`src/arr_pkg.sv`:
```
// Purpose: Shared constants and types for the alarm report and relay block
// Assumes: 200 MHz system clock, eight alarm sources
// Notes:   Offsets are byte addresses on the plain register port
package arr_pkg;

  // ********************************************
  // Sizes
  // ********************************************
  localparam int NSRC = 8;
  localparam int SW = 3;
  localparam int MW = 16;

  // ********************************************
  // Timing
  // ********************************************
  localparam int unsigned CLK_HZ = 200_000_000;
  localparam int unsigned SEC_S = 1;
  localparam int unsigned SEC_CYC = CLK_HZ * SEC_S;
  localparam int unsigned SEC_PER_MIN = 60;
  localparam logic [1:0] PERSIST_S = 2'h3;
  localparam int unsigned TEST_CLOSE_MS = 2500;
  localparam int unsigned TEST_OPEN_MS = 10000;
  localparam int unsigned TEST_CLOSE_CYC = (CLK_HZ / 1000) * TEST_CLOSE_MS;
  localparam int unsigned TEST_OPEN_CYC = (CLK_HZ / 1000) * TEST_OPEN_MS;

  // ********************************************
  // Register offsets
  // ********************************************
  localparam logic [7:0] OFS_CTRL = 8'h00;
  localparam logic [7:0] OFS_MIN_REP = 8'h04;
  localparam logic [7:0] OFS_RETX_MAX = 8'h08;
  localparam logic [7:0] OFS_RETX_CYC = 8'h0C;
  localparam logic [7:0] OFS_TX_EN = 8'h10;
  localparam logic [7:0] OFS_ACK_REQ = 8'h14;
  localparam logic [7:0] OFS_RELAY_MASK = 8'h18;
  localparam logic [7:0] OFS_STATE = 8'h1C;
  localparam logic [7:0] OFS_IRQ_STAT = 8'h20;
  localparam logic [7:0] OFS_IRQ_CLR = 8'h24;
  localparam logic [7:0] OFS_IRQ_EN = 8'h28;
  localparam logic [1:0] OFS_SRC_REGION = 2'h1;
  localparam int CTRL_TEST_BIT = 0;

  // ********************************************
  // Field positions of per-source count word
  // ********************************************
  localparam int CNT_PERSIST_BIT = 8;
  localparam int CNT_LOW_EN_BIT = 9;
  localparam int CNT_UP_EN_BIT = 10;

  // ********************************************
  // Reset values
  // ********************************************
  localparam logic [7:0] RST_MIN_REP = 8'h03;
  localparam logic [7:0] RST_RETX_MAX = 8'h03;
  localparam logic [7:0] RST_RETX_CYC = 8'h0A;
  localparam logic [NSRC-1:0] RST_ALL_SRC = 8'hFF;
  localparam logic [31:0] RST_THR = 32'hFFFF_0000;
  localparam logic [10:0] RST_CNT = 11'h103;
  localparam logic [NSRC-1:0] LOGIN_SRC_MASK = 8'hC0;

  // ********************************************
  // Interrupt bits
  // ********************************************
  localparam int IRQ_W = 4;
  localparam int IRQ_ONSET = 0;
  localparam int IRQ_END = 1;
  localparam int IRQ_TEST_DONE = 2;
  localparam int IRQ_RETX_OUT = 3;

  // ********************************************
  // Carriers
  // ********************************************
  typedef struct packed {
    logic [7:0] addr;
    logic [31:0] wdata;
    logic we;
    logic re;
  } arr_bus_t;

  typedef struct packed {
    logic [SW-1:0] src;
    logic onset;
    logic retx;
  } arr_rpt_t;

endpackage : arr_pkg

```
`src/arr_top.sv`:
```
// Purpose: Per-source alarm supervision, report scheduling and summary relay
// Assumes: Measurements and acks come from logic on clk_i
// Notes:   Sources 6 and 7 are the login and logout events
//
// Contract
// - Report alarm onset and alarm end
// - Error must persist three seconds first
// - First OK measurement ends alarm at once
// - Minimum minutes between alarms per source
// - Relay opens while masked source alarms
// - Per-source mask gates relay contribution
// - Login and logout never touch relay
// - Test: close 2.5s, open 10s, close 2.5s
// - Transmit enable suppresses only transmission
// - Without ack required, send exactly once
// - Thresholds classify measurement OK or ERROR
// - Need configured count of consecutive errors
// - Retransmit unacknowledged alarm up to maximum
// - Retransmissions spaced by repetition cycle minutes
`timescale 1ns/1ps
`default_nettype none
module arr_top #(
  parameter int unsigned CYC_PER_SEC = arr_pkg::SEC_CYC,
  parameter int unsigned TEST_CLOSE = arr_pkg::TEST_CLOSE_CYC,
  parameter int unsigned TEST_OPEN = arr_pkg::TEST_OPEN_CYC
) (
  // Clock and reset
  input wire logic clk_i,
  input wire logic rst_i,
  // Register port
  input wire arr_pkg::arr_bus_t bus_i,
  output logic [31:0] rdata_o,
  // Measurements
  input wire logic [arr_pkg::NSRC-1:0] meas_valid_i,
  input wire logic [arr_pkg::NSRC-1:0][arr_pkg::MW-1:0] meas_val_i,
  // Reports to the remote_element_manager transport
  output logic report_valid_o,
  output arr_pkg::arr_rpt_t report_o,
  input wire logic report_ready_i,
  // Acknowledgements
  input wire logic ack_i,
  input wire logic [arr_pkg::SW-1:0] ack_src_i,
  // Relay and interrupt
  output logic relay_closed_o,
  output logic irq_o
);
  import arr_pkg::*;

  // ********************************************
  // Functions
  // ********************************************
  function automatic logic is_src_reg(input logic [7:0] a);
    is_src_reg = (a[7:6] == OFS_SRC_REGION);
  endfunction

  function automatic logic [SW-1:0] src_idx(input logic [7:0] a);
    src_idx = a[5:3];
  endfunction

  // ********************************************
  // Declarations
  // ********************************************
  logic [7:0] min_rep_q, retx_max_q, retx_cyc_q;
  logic [NSRC-1:0] tx_en_q, ack_req_q, relay_mask_q;
  logic [IRQ_W-1:0] irq_stat_q, irq_en_q, irq_set;
  logic [31:0] thr_q [NSRC];
  logic [10:0] cnt_cfg_q [NSRC];
  logic test_start_q;
  logic sec_tick, min_tick, tst_active, tst_closed, tst_done;
  logic [7:0] errcnt_q [NSRC];
  logic [7:0] errcnt_d [NSRC];
  logic [1:0] persist_q [NSRC];
  logic [1:0] persist_d [NSRC];
  logic [NSRC-1:0] last_err_q, last_err_d, alarm_q, alarm_d, err_now;
  logic [NSRC-1:0] onset_ev, end_ev;
  logic [NSRC-1:0] pend_q, kind_q, retxf_q, sent_q, wait_q, elig, exhaust;
  logic [7:0] since_q [NSRC];
  logic [7:0] retry_q [NSRC];
  logic [7:0] retx_cnt_q [NSRC];
  logic grant_vld;
  logic [SW-1:0] grant;
  logic [31:0] rd_d;

  // ********************************************
  // Timebase and relay test
  // ********************************************
  arr_timebase #(
    .CYC_PER_SEC(CYC_PER_SEC)
  ) u_tb (
    .clk_i(clk_i),
    .rst_i(rst_i),
    .sec_tick_o(sec_tick),
    .min_tick_o(min_tick)
  );

  arr_relay_test #(
    .CLOSE_CYC(TEST_CLOSE),
    .OPEN_CYC(TEST_OPEN)
  ) u_tst (
    .clk_i(clk_i),
    .rst_i(rst_i),
    .start_i(test_start_q),
    .active_o(tst_active),
    .closed_o(tst_closed),
    .done_o(tst_done)
  );

  // ********************************************
  // Register writes
  // ********************************************
  always_ff @(posedge clk_i) begin
    if (rst_i) begin
      min_rep_q <= RST_MIN_REP;
      retx_max_q <= RST_RETX_MAX;
      retx_cyc_q <= RST_RETX_CYC;
      tx_en_q <= RST_ALL_SRC;
      ack_req_q <= RST_ALL_SRC;
      relay_mask_q <= RST_ALL_SRC;
      irq_en_q <= '0;
      test_start_q <= 1'b0;
    end else begin
      test_start_q <= bus_i.we && bus_i.addr == OFS_CTRL &&
                      bus_i.wdata[CTRL_TEST_BIT];
      if (bus_i.we) begin
        unique case (bus_i.addr)
          OFS_MIN_REP: min_rep_q <= bus_i.wdata[7:0];
          OFS_RETX_MAX: retx_max_q <= bus_i.wdata[7:0];
          OFS_RETX_CYC: retx_cyc_q <= bus_i.wdata[7:0];
          OFS_TX_EN: tx_en_q <= bus_i.wdata[NSRC-1:0];
          OFS_ACK_REQ: ack_req_q <= bus_i.wdata[NSRC-1:0];
          OFS_RELAY_MASK: relay_mask_q <= bus_i.wdata[NSRC-1:0];
          OFS_IRQ_EN: irq_en_q <= bus_i.wdata[IRQ_W-1:0];
          default: ;
        endcase
      end
    end
  end

  // Per-source thresholds and count words
  always_ff @(posedge clk_i) begin
    if (rst_i) begin
      for (int i = 0; i < NSRC; i++) begin
        thr_q[i] <= RST_THR;
        cnt_cfg_q[i] <= RST_CNT;
      end
    end else if (bus_i.we && is_src_reg(bus_i.addr)) begin
      if (bus_i.addr[2]) begin
        cnt_cfg_q[src_idx(bus_i.addr)] <= bus_i.wdata[10:0];
      end else begin
        thr_q[src_idx(bus_i.addr)] <= bus_i.wdata;
      end
    end
  end

  // ********************************************
  // Register reads, data one cycle later
  // ********************************************
  always_comb begin
    rd_d = 32'h0;
    if (is_src_reg(bus_i.addr)) begin
      rd_d = bus_i.addr[2] ? {21'h0, cnt_cfg_q[src_idx(bus_i.addr)]}
                           : thr_q[src_idx(bus_i.addr)];
    end else begin
      unique case (bus_i.addr)
        OFS_CTRL: rd_d = {31'h0, tst_active};
        OFS_MIN_REP: rd_d = {24'h0, min_rep_q};
        OFS_RETX_MAX: rd_d = {24'h0, retx_max_q};
        OFS_RETX_CYC: rd_d = {24'h0, retx_cyc_q};
        OFS_TX_EN: rd_d = {24'h0, tx_en_q};
        OFS_ACK_REQ: rd_d = {24'h0, ack_req_q};
        OFS_RELAY_MASK: rd_d = {24'h0, relay_mask_q};
        OFS_STATE: rd_d = {16'h0, wait_q, alarm_q};
        OFS_IRQ_STAT: rd_d = {28'h0, irq_stat_q};
        OFS_IRQ_EN: rd_d = {28'h0, irq_en_q};
        default: rd_d = 32'h0;
      endcase
    end
  end

  always_ff @(posedge clk_i) begin
    if (rst_i) begin
      rdata_o <= 32'h0;
    end else begin
      rdata_o <= bus_i.re ? rd_d : 32'h0;
    end
  end

  // ********************************************
  // Measurement classification and debounce
  // ********************************************
  always_comb begin
    for (int i = 0; i < NSRC; i++) begin
      // Below lower or above upper threshold is an error
      err_now[i] = (cnt_cfg_q[i][CNT_LOW_EN_BIT] &&
                    meas_val_i[i] < thr_q[i][15:0]) ||
                   (cnt_cfg_q[i][CNT_UP_EN_BIT] &&
                    meas_val_i[i] > thr_q[i][31:16]);
      errcnt_d[i] = errcnt_q[i];
      persist_d[i] = persist_q[i];
      last_err_d[i] = last_err_q[i];
      if (meas_valid_i[i]) begin
        last_err_d[i] = err_now[i];
        if (!err_now[i]) begin
          errcnt_d[i] = 8'h0;
        end else if (errcnt_q[i] != 8'hFF) begin
          errcnt_d[i] = errcnt_q[i] + 8'h1;
        end
      end
      // Seconds of continuous error, restarted on a fresh error run
      if (meas_valid_i[i] && (!err_now[i] || !last_err_q[i])) begin
        persist_d[i] = 2'h0;
      end else if (last_err_q[i] && sec_tick && persist_q[i] != PERSIST_S) begin
        persist_d[i] = persist_q[i] + 2'h1;
      end
      alarm_d[i] = alarm_q[i];
      if (meas_valid_i[i] && !err_now[i]) begin
        alarm_d[i] = 1'b0;
      end else if (!alarm_q[i] && last_err_d[i] &&
                   errcnt_d[i] >= cnt_cfg_q[i][7:0] && errcnt_d[i] != 8'h0 &&
                   (!cnt_cfg_q[i][CNT_PERSIST_BIT] ||
                    persist_d[i] == PERSIST_S)) begin
        alarm_d[i] = 1'b1;
      end
    end
  end

  assign onset_ev = alarm_d & ~alarm_q;
  assign end_ev = alarm_q & ~alarm_d;

  always_ff @(posedge clk_i) begin
    if (rst_i) begin
      for (int i = 0; i < NSRC; i++) begin
        errcnt_q[i] <= 8'h0;
        persist_q[i] <= 2'h0;
      end
      last_err_q <= '0;
      alarm_q <= '0;
    end else begin
      for (int i = 0; i < NSRC; i++) begin
        errcnt_q[i] <= errcnt_d[i];
        persist_q[i] <= persist_d[i];
      end
      last_err_q <= last_err_d;
      alarm_q <= alarm_d;
    end
  end

  // ********************************************
  // Report arbitration, lowest source first
  // ********************************************
  always_comb begin
    for (int i = 0; i < NSRC; i++) begin
      elig[i] = pend_q[i] && (!kind_q[i] || retxf_q[i] ||
                              since_q[i] >= min_rep_q);
    end
    grant_vld = 1'b0;
    grant = '0;
    for (int i = NSRC - 1; i >= 0; i--) begin
      if (elig[i]) begin
        grant_vld = !report_valid_o || report_ready_i;
        grant = SW'(i);
      end
    end
  end

  // Report output register, held until the transport takes it
  always_ff @(posedge clk_i) begin
    if (rst_i) begin
      report_valid_o <= 1'b0;
      report_o <= '0;
    end else begin
      if (report_ready_i) begin
        report_valid_o <= 1'b0;
      end
      if (grant_vld && tx_en_q[grant]) begin
        report_valid_o <= 1'b1;
        report_o.src <= grant;
        report_o.onset <= kind_q[grant];
        report_o.retx <= retxf_q[grant];
      end
    end
  end

  // ********************************************
  // Per-source report state
  // ********************************************
  always_ff @(posedge clk_i) begin
    if (rst_i) begin
      pend_q <= '0;
      kind_q <= '0;
      retxf_q <= '0;
      sent_q <= '0;
      wait_q <= '0;
      exhaust <= '0;
      for (int i = 0; i < NSRC; i++) begin
        since_q[i] <= 8'hFF;
        retry_q[i] <= 8'h0;
        retx_cnt_q[i] <= 8'h0;
      end
    end else begin
      exhaust <= '0;
      for (int i = 0; i < NSRC; i++) begin
        if (min_tick && since_q[i] != 8'hFF) begin
          since_q[i] <= since_q[i] + 8'h1;
        end
        if (min_tick && wait_q[i]) begin
          retry_q[i] <= retry_q[i] + 8'h1;
          if (retry_q[i] + 8'h1 >= retx_cyc_q) begin
            wait_q[i] <= 1'b0;
            if (retx_cnt_q[i] < retx_max_q) begin
              pend_q[i] <= 1'b1;
              kind_q[i] <= 1'b1;
              retxf_q[i] <= 1'b1;
              retx_cnt_q[i] <= retx_cnt_q[i] + 8'h1;
            end else begin
              exhaust[i] <= 1'b1;
            end
          end
        end
        if (ack_i && ack_src_i == SW'(i)) begin
          wait_q[i] <= 1'b0;
        end
        // Dispatch: a disabled source is consumed without sending
        if (grant_vld && grant == SW'(i)) begin
          pend_q[i] <= 1'b0;
          retry_q[i] <= 8'h0;
          if (kind_q[i]) begin
            sent_q[i] <= 1'b1;
            wait_q[i] <= ack_req_q[i] && tx_en_q[i];
            if (!retxf_q[i]) begin
              since_q[i] <= 8'h0;
              retx_cnt_q[i] <= 8'h0;
            end
          end
        end
        if (onset_ev[i]) begin
          pend_q[i] <= 1'b1;
          kind_q[i] <= 1'b1;
          retxf_q[i] <= 1'b0;
          sent_q[i] <= 1'b0;
        end else if (end_ev[i]) begin
          // End reported only once its onset went out
          pend_q[i] <= sent_q[i] || (grant_vld && grant == SW'(i));
          kind_q[i] <= 1'b0;
          retxf_q[i] <= 1'b0;
          wait_q[i] <= 1'b0;
        end
      end
    end
  end

  // ********************************************
  // Summary relay
  // ********************************************
  always_ff @(posedge clk_i) begin
    if (rst_i) begin
      relay_closed_o <= 1'b1;
    end else if (tst_active) begin
      relay_closed_o <= tst_closed;
    end else begin
      // Open while any masked non-login source alarms
      relay_closed_o <= ~|(alarm_q & relay_mask_q & ~LOGIN_SRC_MASK);
    end
  end

  // ********************************************
  // Interrupts; a new event beats a clear
  // ********************************************
  always_comb begin
    irq_set = '0;
    irq_set[IRQ_ONSET] = |onset_ev;
    irq_set[IRQ_END] = |end_ev;
    irq_set[IRQ_TEST_DONE] = tst_done;
    irq_set[IRQ_RETX_OUT] = |exhaust;
  end

  always_ff @(posedge clk_i) begin
    if (rst_i) begin
      irq_stat_q <= '0;
      irq_o <= 1'b0;
    end else begin
      if (bus_i.we && bus_i.addr == OFS_IRQ_CLR) begin
        irq_stat_q <= (irq_stat_q & ~bus_i.wdata[IRQ_W-1:0]) | irq_set;
      end else begin
        irq_stat_q <= irq_stat_q | irq_set;
      end
      irq_o <= |(irq_stat_q & irq_en_q);
    end
  end
endmodule // arr_top
`default_nettype wire

```
`src/arr_timebase.sv`:
```
// Purpose: Second and minute ticks from the system clock
// Assumes: Synchronous active-high reset
// Notes:   Ticks are one-cycle pulses
`timescale 1ns/1ps
`default_nettype none
module arr_timebase #(
  parameter int unsigned CYC_PER_SEC = arr_pkg::SEC_CYC
) (
  // Clock and reset
  input wire logic clk_i,
  input wire logic rst_i,
  // Ticks
  output logic sec_tick_o,
  output logic min_tick_o
);
  import arr_pkg::*;

  logic [31:0] cyc_q;
  logic [5:0] sec_q;

  // ********************************************
  // Cycle and second counters
  // ********************************************
  always_ff @(posedge clk_i) begin
    if (rst_i) begin
      cyc_q <= 32'h0;
      sec_q <= 6'h0;
      sec_tick_o <= 1'b0;
      min_tick_o <= 1'b0;
    end else begin
      sec_tick_o <= 1'b0;
      min_tick_o <= 1'b0;
      if (cyc_q == CYC_PER_SEC - 1) begin
        cyc_q <= 32'h0;
        sec_tick_o <= 1'b1;
        if (sec_q == 6'(SEC_PER_MIN - 1)) begin
          sec_q <= 6'h0;
          min_tick_o <= 1'b1;
        end else begin
          sec_q <= sec_q + 6'h1;
        end
      end else begin
        cyc_q <= cyc_q + 32'h1;
      end
    end
  end
endmodule // arr_timebase
`default_nettype wire

```
`src/arr_relay_test.sv`:
```
// Purpose: Timed relay test sequence, closed-open-closed
// Assumes: Start is a one-cycle pulse; ignored while running
// Notes:   closed_o is meaningful only while active_o is high
`timescale 1ns/1ps
`default_nettype none
module arr_relay_test #(
  parameter int unsigned CLOSE_CYC = arr_pkg::TEST_CLOSE_CYC,
  parameter int unsigned OPEN_CYC = arr_pkg::TEST_OPEN_CYC
) (
  // Clock and reset
  input wire logic clk_i,
  input wire logic rst_i,
  // Control
  input wire logic start_i,
  // Status
  output logic active_o,
  output logic closed_o,
  output logic done_o
);
  import arr_pkg::*;

  typedef enum logic [1:0] {ST_IDLE, ST_CLOSE1, ST_OPEN, ST_CLOSE2} arr_tst_t;
  arr_tst_t st_q;
  logic [31:0] cnt_q;

  // ********************************************
  // Sequence: close, open, close, then back
  // ********************************************
  always_ff @(posedge clk_i) begin
    if (rst_i) begin
      st_q <= ST_IDLE;
      cnt_q <= 32'h0;
      done_o <= 1'b0;
    end else begin
      done_o <= 1'b0;
      cnt_q <= cnt_q + 32'h1;
      unique case (st_q)
        ST_IDLE: begin
          cnt_q <= 32'h0;
          if (start_i) begin
            st_q <= ST_CLOSE1;
          end
        end
        ST_CLOSE1: begin
          if (cnt_q == CLOSE_CYC - 1) begin
            st_q <= ST_OPEN;
            cnt_q <= 32'h0;
          end
        end
        ST_OPEN: begin
          if (cnt_q == OPEN_CYC - 1) begin
            st_q <= ST_CLOSE2;
            cnt_q <= 32'h0;
          end
        end
        ST_CLOSE2: begin
          if (cnt_q == CLOSE_CYC - 1) begin
            st_q <= ST_IDLE;
            done_o <= 1'b1;
          end
        end
      endcase
    end
  end

  assign active_o = (st_q != ST_IDLE);
  assign closed_o = (st_q != ST_OPEN);
endmodule // arr_relay_test
`default_nettype wire

```
`config.mk`:
```
export PLATFORM = sky130hd
export DESIGN_NAME = arr_top
export DESIGN_NICKNAME = d
export VERILOG_FILES = /design/src/arr_pkg.sv /design/src/arr_top.sv /design/src/arr_timebase.sv /design/src/arr_relay_test.sv
export SDC_FILE = /design/constraint.sdc
export NUM_CORES = 2
export LEC_CHECK = 0
export BUFFER_PORTS_ARGS = -buffer_cell sky130_fd_sc_hd__buf_2
export CORE_ASPECT_RATIO = 1.25
export CORE_MARGIN = 2
export CORE_UTILIZATION = 63
export CTS_CLUSTER_SIZE = 8
export DETAILED_ROUTE_END_ITERATION = 16
export GPL_ROUTABILITY_DRIVEN = 0
export PLACE_DENSITY_LB_ADDON = 0.1
export SYNTH_ARGS = -nofsm -noshare
export SYNTH_HDL_FRONTEND = slang
export SYNTH_SLANG_ARGS = --single-unit
export TNS_END_PERCENT = 5
```
`constraint.sdc`:
```
create_clock -name clk_i -period 7.1 [get_ports clk_i]
set_input_delay 1.775 -clock clk_i [delete_from_list [all_inputs] [get_ports clk_i]]
set_output_delay 1.775 -clock clk_i [all_outputs]
set_load 0.02 [all_outputs]
```
### Word level (Yosys, flattened, before mapping)

Memories as Yosys holds them, arrays and structs flattened.
Cells that the tools add are included.

* bits of input ports: 185
* ROM bits: 0
* bits in latches: 0
* bits in registers: 236
* bits in writable memories: 616
* word-level logic and storage cells: 1154
* output and inout port bits: 40
* memories kept: 7

Memories
* thr_q: depth 8, width 32, read ports 9, clocked after Yosys merged registers in 0, write ports 8, RTL line arr_top.sv:66 `logic [31:0] thr_q [NSRC];`
* cnt_cfg_q: depth 8, width 11, read ports 9, clocked after Yosys merged registers in 0, write ports 8, RTL line arr_top.sv:67 `logic [10:0] cnt_cfg_q [NSRC];`
* errcnt_q: depth 8, width 8, read ports 8, clocked after Yosys merged registers in 0, write ports 8, RTL line arr_top.sv:70 `logic [7:0] errcnt_q [NSRC];`
* retry_q: depth 8, width 8, read ports 8, clocked after Yosys merged registers in 0, write ports 8, RTL line arr_top.sv:78 `logic [7:0] retry_q [NSRC];`
* retx_cnt_q: depth 8, width 8, read ports 8, clocked after Yosys merged registers in 0, write ports 8, RTL line arr_top.sv:79 `logic [7:0] retx_cnt_q [NSRC];`
* since_q: depth 8, width 8, read ports 8, clocked after Yosys merged registers in 0, write ports 8, RTL line arr_top.sv:77 `logic [7:0] since_q [NSRC];`
* +1 memories

* bitwise logic cells: 93
* add/subtract/negate cells: 43
* shifts and indexed selects: 0
* eq/ne operators: 69
* $mul: 0
* div/mod/pow operators: 0
* reductions and logical operators: 361
* multiplexer cells: 466
* order comparisons: 49

Operators by type and width (count)
* 2-to-1 mux 8 bit: 80
* 2-to-1 mux 1 bit: 334
* adder 8 x 1 -> 8 bit, second input constant: 32
* greater-or-equal comparator 8 bit: 24
* 2-to-1 mux 32 bit: 5
* case mux 16 bit (10 select lines): 1
* logical AND 1 bit: 133
* greater-than comparator 16 bit: 8
* less-than comparator 16 bit: 8
* != test 8 bit, second input constant: 16
* case mux 32 bit (3 select lines): 1
* nonzero test 4 bit: 24
* AND reduction 3 bit: 24
* nonzero test 3 bit: 24
* adder 32 x 1 -> 32 bit, second input constant: 2
* less-than comparator 8 bit: 8
* bitwise OR 1 bit: 64
* nonzero test 8 bit: 8
* 2-to-1 mux 2 bit: 28
* logical OR 1 bit: 49
* OR reduction 3 bit: 16
* logical NOT 1 bit: 42
* == test 32 x 28 -> 1 bit, second input constant: 1
* == test 32 x 29 -> 1 bit, second input constant: 1
* other kinds (41): 148

### Depth between registers and ports, before layout

* depth in word-level cells: 18
* mapped depth: 26
* gate-level depth less buffers: 26

### Modules after synthesis

A second synthesis with hierarchy kept.

* cells, all modules: 5318
* area total of the unflattened synthesis: 52051.2 um^2

Modules (own cells, without submodules)
* arr_top: area each 48281.3 um^2, seq. area each 20920.1 um^2, cells an instance 4881, instances 1
* arr_timebase: area each 2006.9 um^2, seq. area each 800.8 um^2, cells an instance 237, instances 1
* arr_relay_test: area each 1762.9 um^2, seq. area each 700.7 um^2, cells an instance 200, instances 1

### Worst setup path before layout

OpenSTA, ideal clock, no wires.

* path kind: input to register
* start point: in bus_i[39] in the netlist's numbering
* end point: mem thr_q[6][0], enable pin
* path buffers: 5
* stages: 7
* slack: 0.765 ns
* required time: 6.634 ns
* setup time: 0.466 ns
* arrival: 5.870 ns
* path through: buf_2 > buf_1 > clkbuf_1 > buf_1 > nand2_1 > clkbuf_1 > o21ai_0

RTL lines
* start: declaration: RTL line arr_top.sv:31 `input wire arr_pkg::arr_bus_t bus_i,`
* end: declaration: RTL line arr_top.sv:66

### Final worst setup path

* start point: in meas_val_i[111] in the netlist's numbering
* end point: reg pend_q[6]

* word-level cells in the longest chain between the ends: 16
* elaborated cells on any way between the ends: 32
* classes of those cells: order compare: 3; eq/ne: 1; mux: 8; bitwise: 3; reduce/logical: 17

RTL lines
* start: declaration: RTL line arr_top.sv:35 `input wire logic [arr_pkg::NSRC-1:0][arr_pkg::MW-1:0] meas_val_i,`
* less-than comparator 16 bit / greater-than comparator 16 bit (equally long branches): RTL line arr_top.sv:195, arr_top.sv:197
* logical AND 1 bit (on tied branches): RTL line arr_top.sv:194, arr_top.sv:196
* logical OR 1 bit (*): RTL line arr_top.sv:195 `meas_val_i[i] < thr_q[i][15:0]) ||`
* parallel branches: the longest is 8 deep, another holds greater-or-equal comparator 8 bit
* 2-to-1 mux 1 bit (*): RTL line arr_top.sv:216 `if (meas_valid_i[i] && !err_now[i]) begin`
* net alarm_d[6]: RTL line arr_top.sv:74 `logic [NSRC-1:0] last_err_q, last_err_d, alarm_q, alarm_d, err_now;`
* inverter 8 bit: RTL line arr_top.sv:228 `assign end_ev = alarm_q & ~alarm_d;`
* AND 8 bit: RTL line arr_top.sv:228
* nonzero test 4 bit (no source line) / 2-to-1 mux 1 bit (equally long branches)
* AND reduction 3 bit (no source line) / 2-to-1 mux 1 bit (equally long branches)
* end signal: indexed assignment: RTL line arr_top.sv:343 `pend_q[i] <= sent_q[i] || (grant_vld && grant == SW'(i));`
* end: declaration: RTL line arr_top.sv:76 `logic [NSRC-1:0] pend_q, kind_q, retxf_q, sent_q, wait_q, elig, exhaust;`

Mark *: on every way through the listed nets, which the timed path passes.
A chain may end at the register's enable or synchronous reset.

==> key figures <==
Outcome
  • Status: completed

Floorplanning
  • Core area: just over 80000 sq um
  • Die W: roughly 260 um
  • IO Pins: 225
  • Die H: roughly 320 um
  • Site row count: about 120
  • Starting Density: 63.56%
  • Die footprint: between 80000 and 90000 sq um

Clock network
  • CTS tree: built
  • Clock Path Buffers: 3
  • Clock Sink Count: 852
  • Reg clk slew, reported paths: around 50 ps
  • CTS buffer count: 116
  • Clock latency on the worst-skew pair: about 710 ps
  • Root Driver: clkbuf_16
  • Setup bufs post-CTS: 0
  • CTS Hold Bufs: 0
  • CTS H-tree depth: 3
  • Post-CTS Resized: 0

Place
  • Number of port buffers: 224
  • Post-DP HPWL: about 130000 um

Timing
  • Max-slew violation count: 0
  • Max Freq: around 160 MHz
  • Setup TNS: 0 ps
  • # setup viols final: 0
  • Min Tclk post-route: between 6000 and 7000 ps
  • Tcrit/Tclk final: about nine tenths
  • Final Hold Viols: 0
  • Worst slew pin tran: 1294 ps
  • RSZ-0062 raised after global routing: no
  • Hold_ws: about 450 ps
  • Worst rel slew slack: 13.22%
  • Skew final: 29.82 ps

Pwr
  • Power per cell area: 211.4 nW/um^2
  • Max IR drop VDD: slightly below 0.2 mV
  • Lkg Pwr: approximately 24 nW

Yosys
  • Seq/Total Area, Yosys: 43.26%
  • Top cell type's share of synthesized area: between 30% and 40%
  • Gate Count Post-Synth: approximately 5300
  • Async set-reset flop share out of synthesis: 0%
  • EDFF count, synth: about 540
  • Synth top cells by count: ha_1, edfxtp_1, inv_1
  • Most frequent cell after synthesis: ha_1
  • Synth area leader: edfxtp_1
  • Syn Std Cell Area: 51830 sq um
  • Most common flop cell mapped by yosys: edfxtp_1
  • Seq cells post-synth: roughly 850
  • Synth warn: 0
  • Post-synth cell types: 88
  • Largest cells by area after synthesis: edfxtp_1, ha_1, dfxtp_1
  • Syn_nets: 6076
  • Syn_area_per_cell: between 9 and 10 sq um

Worst setup path
  • CP Cell Sequence: buf_2, ha_1, nand4_1, or2_2, o41ai_1, nor2_1, a211oi_4, buf_12, or2_2, ha_1, nand2b_1, a21o_1, a21o_1, a21o_1, a21o_1, a2111oi_0, nor4_1, nor2_1, nor2_1, ha_1, o21ai_0, and4b_1, a211oi_1
  • CP Max Fanout: 22
  • Crit path largest cell delay: roughly 550 ps
  • Slowest CP cell: o41ai_1
  • Crit path launch type: input port
  • Worst Setup Path Type: in -> reg
  • Top cell by count, worst path: a21o_1
  • Depth of the worst register-to-register path: 25
  • CP Data Arrival Time: ~7000 ps
  • Worst EP required: a little under 8000 ps
  • CP Capture Type: flop

Detailed routing
  • ANT nets after route: 0
  • Vias: ~44000
  • Post-route DRC: 0
  • 1st-iter DRT viols: around 5400
  • Pre-Repair DR Iteration Count: 8
  • Via density: 6.558
  • Wire length per cell: between 20 and 30 um
  • WL final: 174600 um

Global route
  • Initial antenna violation count: 16
  • GRT overflow: 0
  • Vias in the first global route: 42410
  • First-pass GRT wire length: about 260000 um
  • GRT Overall Usage: 40.92%
  • Largest net degree at the start of global routing: between 80 and 90

Final layout
  • Fillers: between 6000 and 7000
  • Layout Nets: roughly 6300
  • Seq. cell area: roughly 22000 sq um
  • Layout cell share with drive strength beyond 1: between 9 and 10%
  • Multi-input gate area: 27050 sq um
  • Layout area overhead: 10.98%

Run
  • Maximum Capacitance Violations: 0

Min path
  • Hold WC Path Type: reg -> reg
  • Hold path cells: 1
[through the flow]
stage	setup slack, ps	power, mW	area [sq um]	util [%]	cells
after global routing	605.3	12.48	57500	70.52	6690
after global placement	337.2	6.904	54120	66.37	6480
after CTS	909.9	12.11	57490	70.51	6688
after floorplan	764.9	6.379	51830	-	5322
final	762.8	12.16	57520	70.54	6697
after detailed placement	217.7	6.938	54130	66.38	6481
[kinds of logic after synthesis]
logic type	Yosys count	synth area share (%)
AND/OR/NAND/NOR	1933	19.28
AO/OA/AOI/OAI	1001	12.98
flip-flops	852	43.26
buffers and inverters	640	4.705
adder cells (fa/ha/maj)	569	13.74
XOR/XNOR	248	4.191
multiplexers	79	1.840
[report_power, final]
group | internal (mW) | switching (mW) | leakage, nW
sequential | 5.43 | 0.173 | 7.67
clock | 3.11 | 2.15 | 1.60
combinational | 0.456 | 0.843 | 14.8
total | 9.00 | 3.16 | 24.1
[layout make-up]
class / instances / area share (%)
multi-input combinational: 3830 / 47.04
sequential: 852 / 38.98
clock buffer: 203 / 5.761
timing repair buffer: 299 / 2.956
inverter: 430 / 2.808
tap: 1071 / 2.330
clock inverter: 4 / 0.08702
antenna: 8 / 0.03481
[registers in the layout, summed over array words and instances (netlist names), 16 cells and up]
signal	cells
u_tst.cnt_q	32
persist_q	16
since_q	64
rdata_o	32
u_tb.cyc_q	32
retx_cnt_q	64
errcnt_q	64
cnt_cfg_q	88
retry_q	64
thr_q	256
[cell usage in the layout (no fill, tap or decap), drive strengths merged, types with 18 or more instances in the layout]
cell type  instances
a211oi            46
a21o             117
a21oi            218
a221oi            33
a22o              18
a22oi            110
a31oi             41
and2             134
and3             165
and4              20
buf              299
clkbuf           203
dfxtp            316
edfxtp           536
ha               569
inv              431
mux2i             60
nand2            304
nand2b           127
nand3            255
nand4             84
nor2             429
nor2b             99
nor3             103
nor3b             18
nor4              21
o211ai            33
o21a              36
o21ai            203
or2               30
or3              111
xnor2             89
xor2             159
[metal layers]
layer	up-vias	track usage, %	routed length, um
met1	20570	47.16	59620
li1	19680	-	-
met4	16	33.54	17680
met5	-	0	98
met3	876	10.67	19820
met2	2772	63.84	77370
[critical path, delay by kind of cell]
kind / cells / cell delay [ps]
buf+inv: 2 / 380
compound gates: 9 / 2390
simple gates: 9 / 1570
fa+ha+maj: 3 / 830
[worst paths after layout]
kind / startpoint / end / slack, ps
max: meas_val_i[111] / pend_q[6] / 760
min: u_tb.cyc_q[0] / u_tb.cyc_q[0] / 450
max reg2reg: thr_q[4][17] / pend_q[4] / 1350
min reg2reg: u_tb.cyc_q[0] / u_tb.cyc_q[0] / 450
Note: power is estimated with default switching activity, not from simulation.
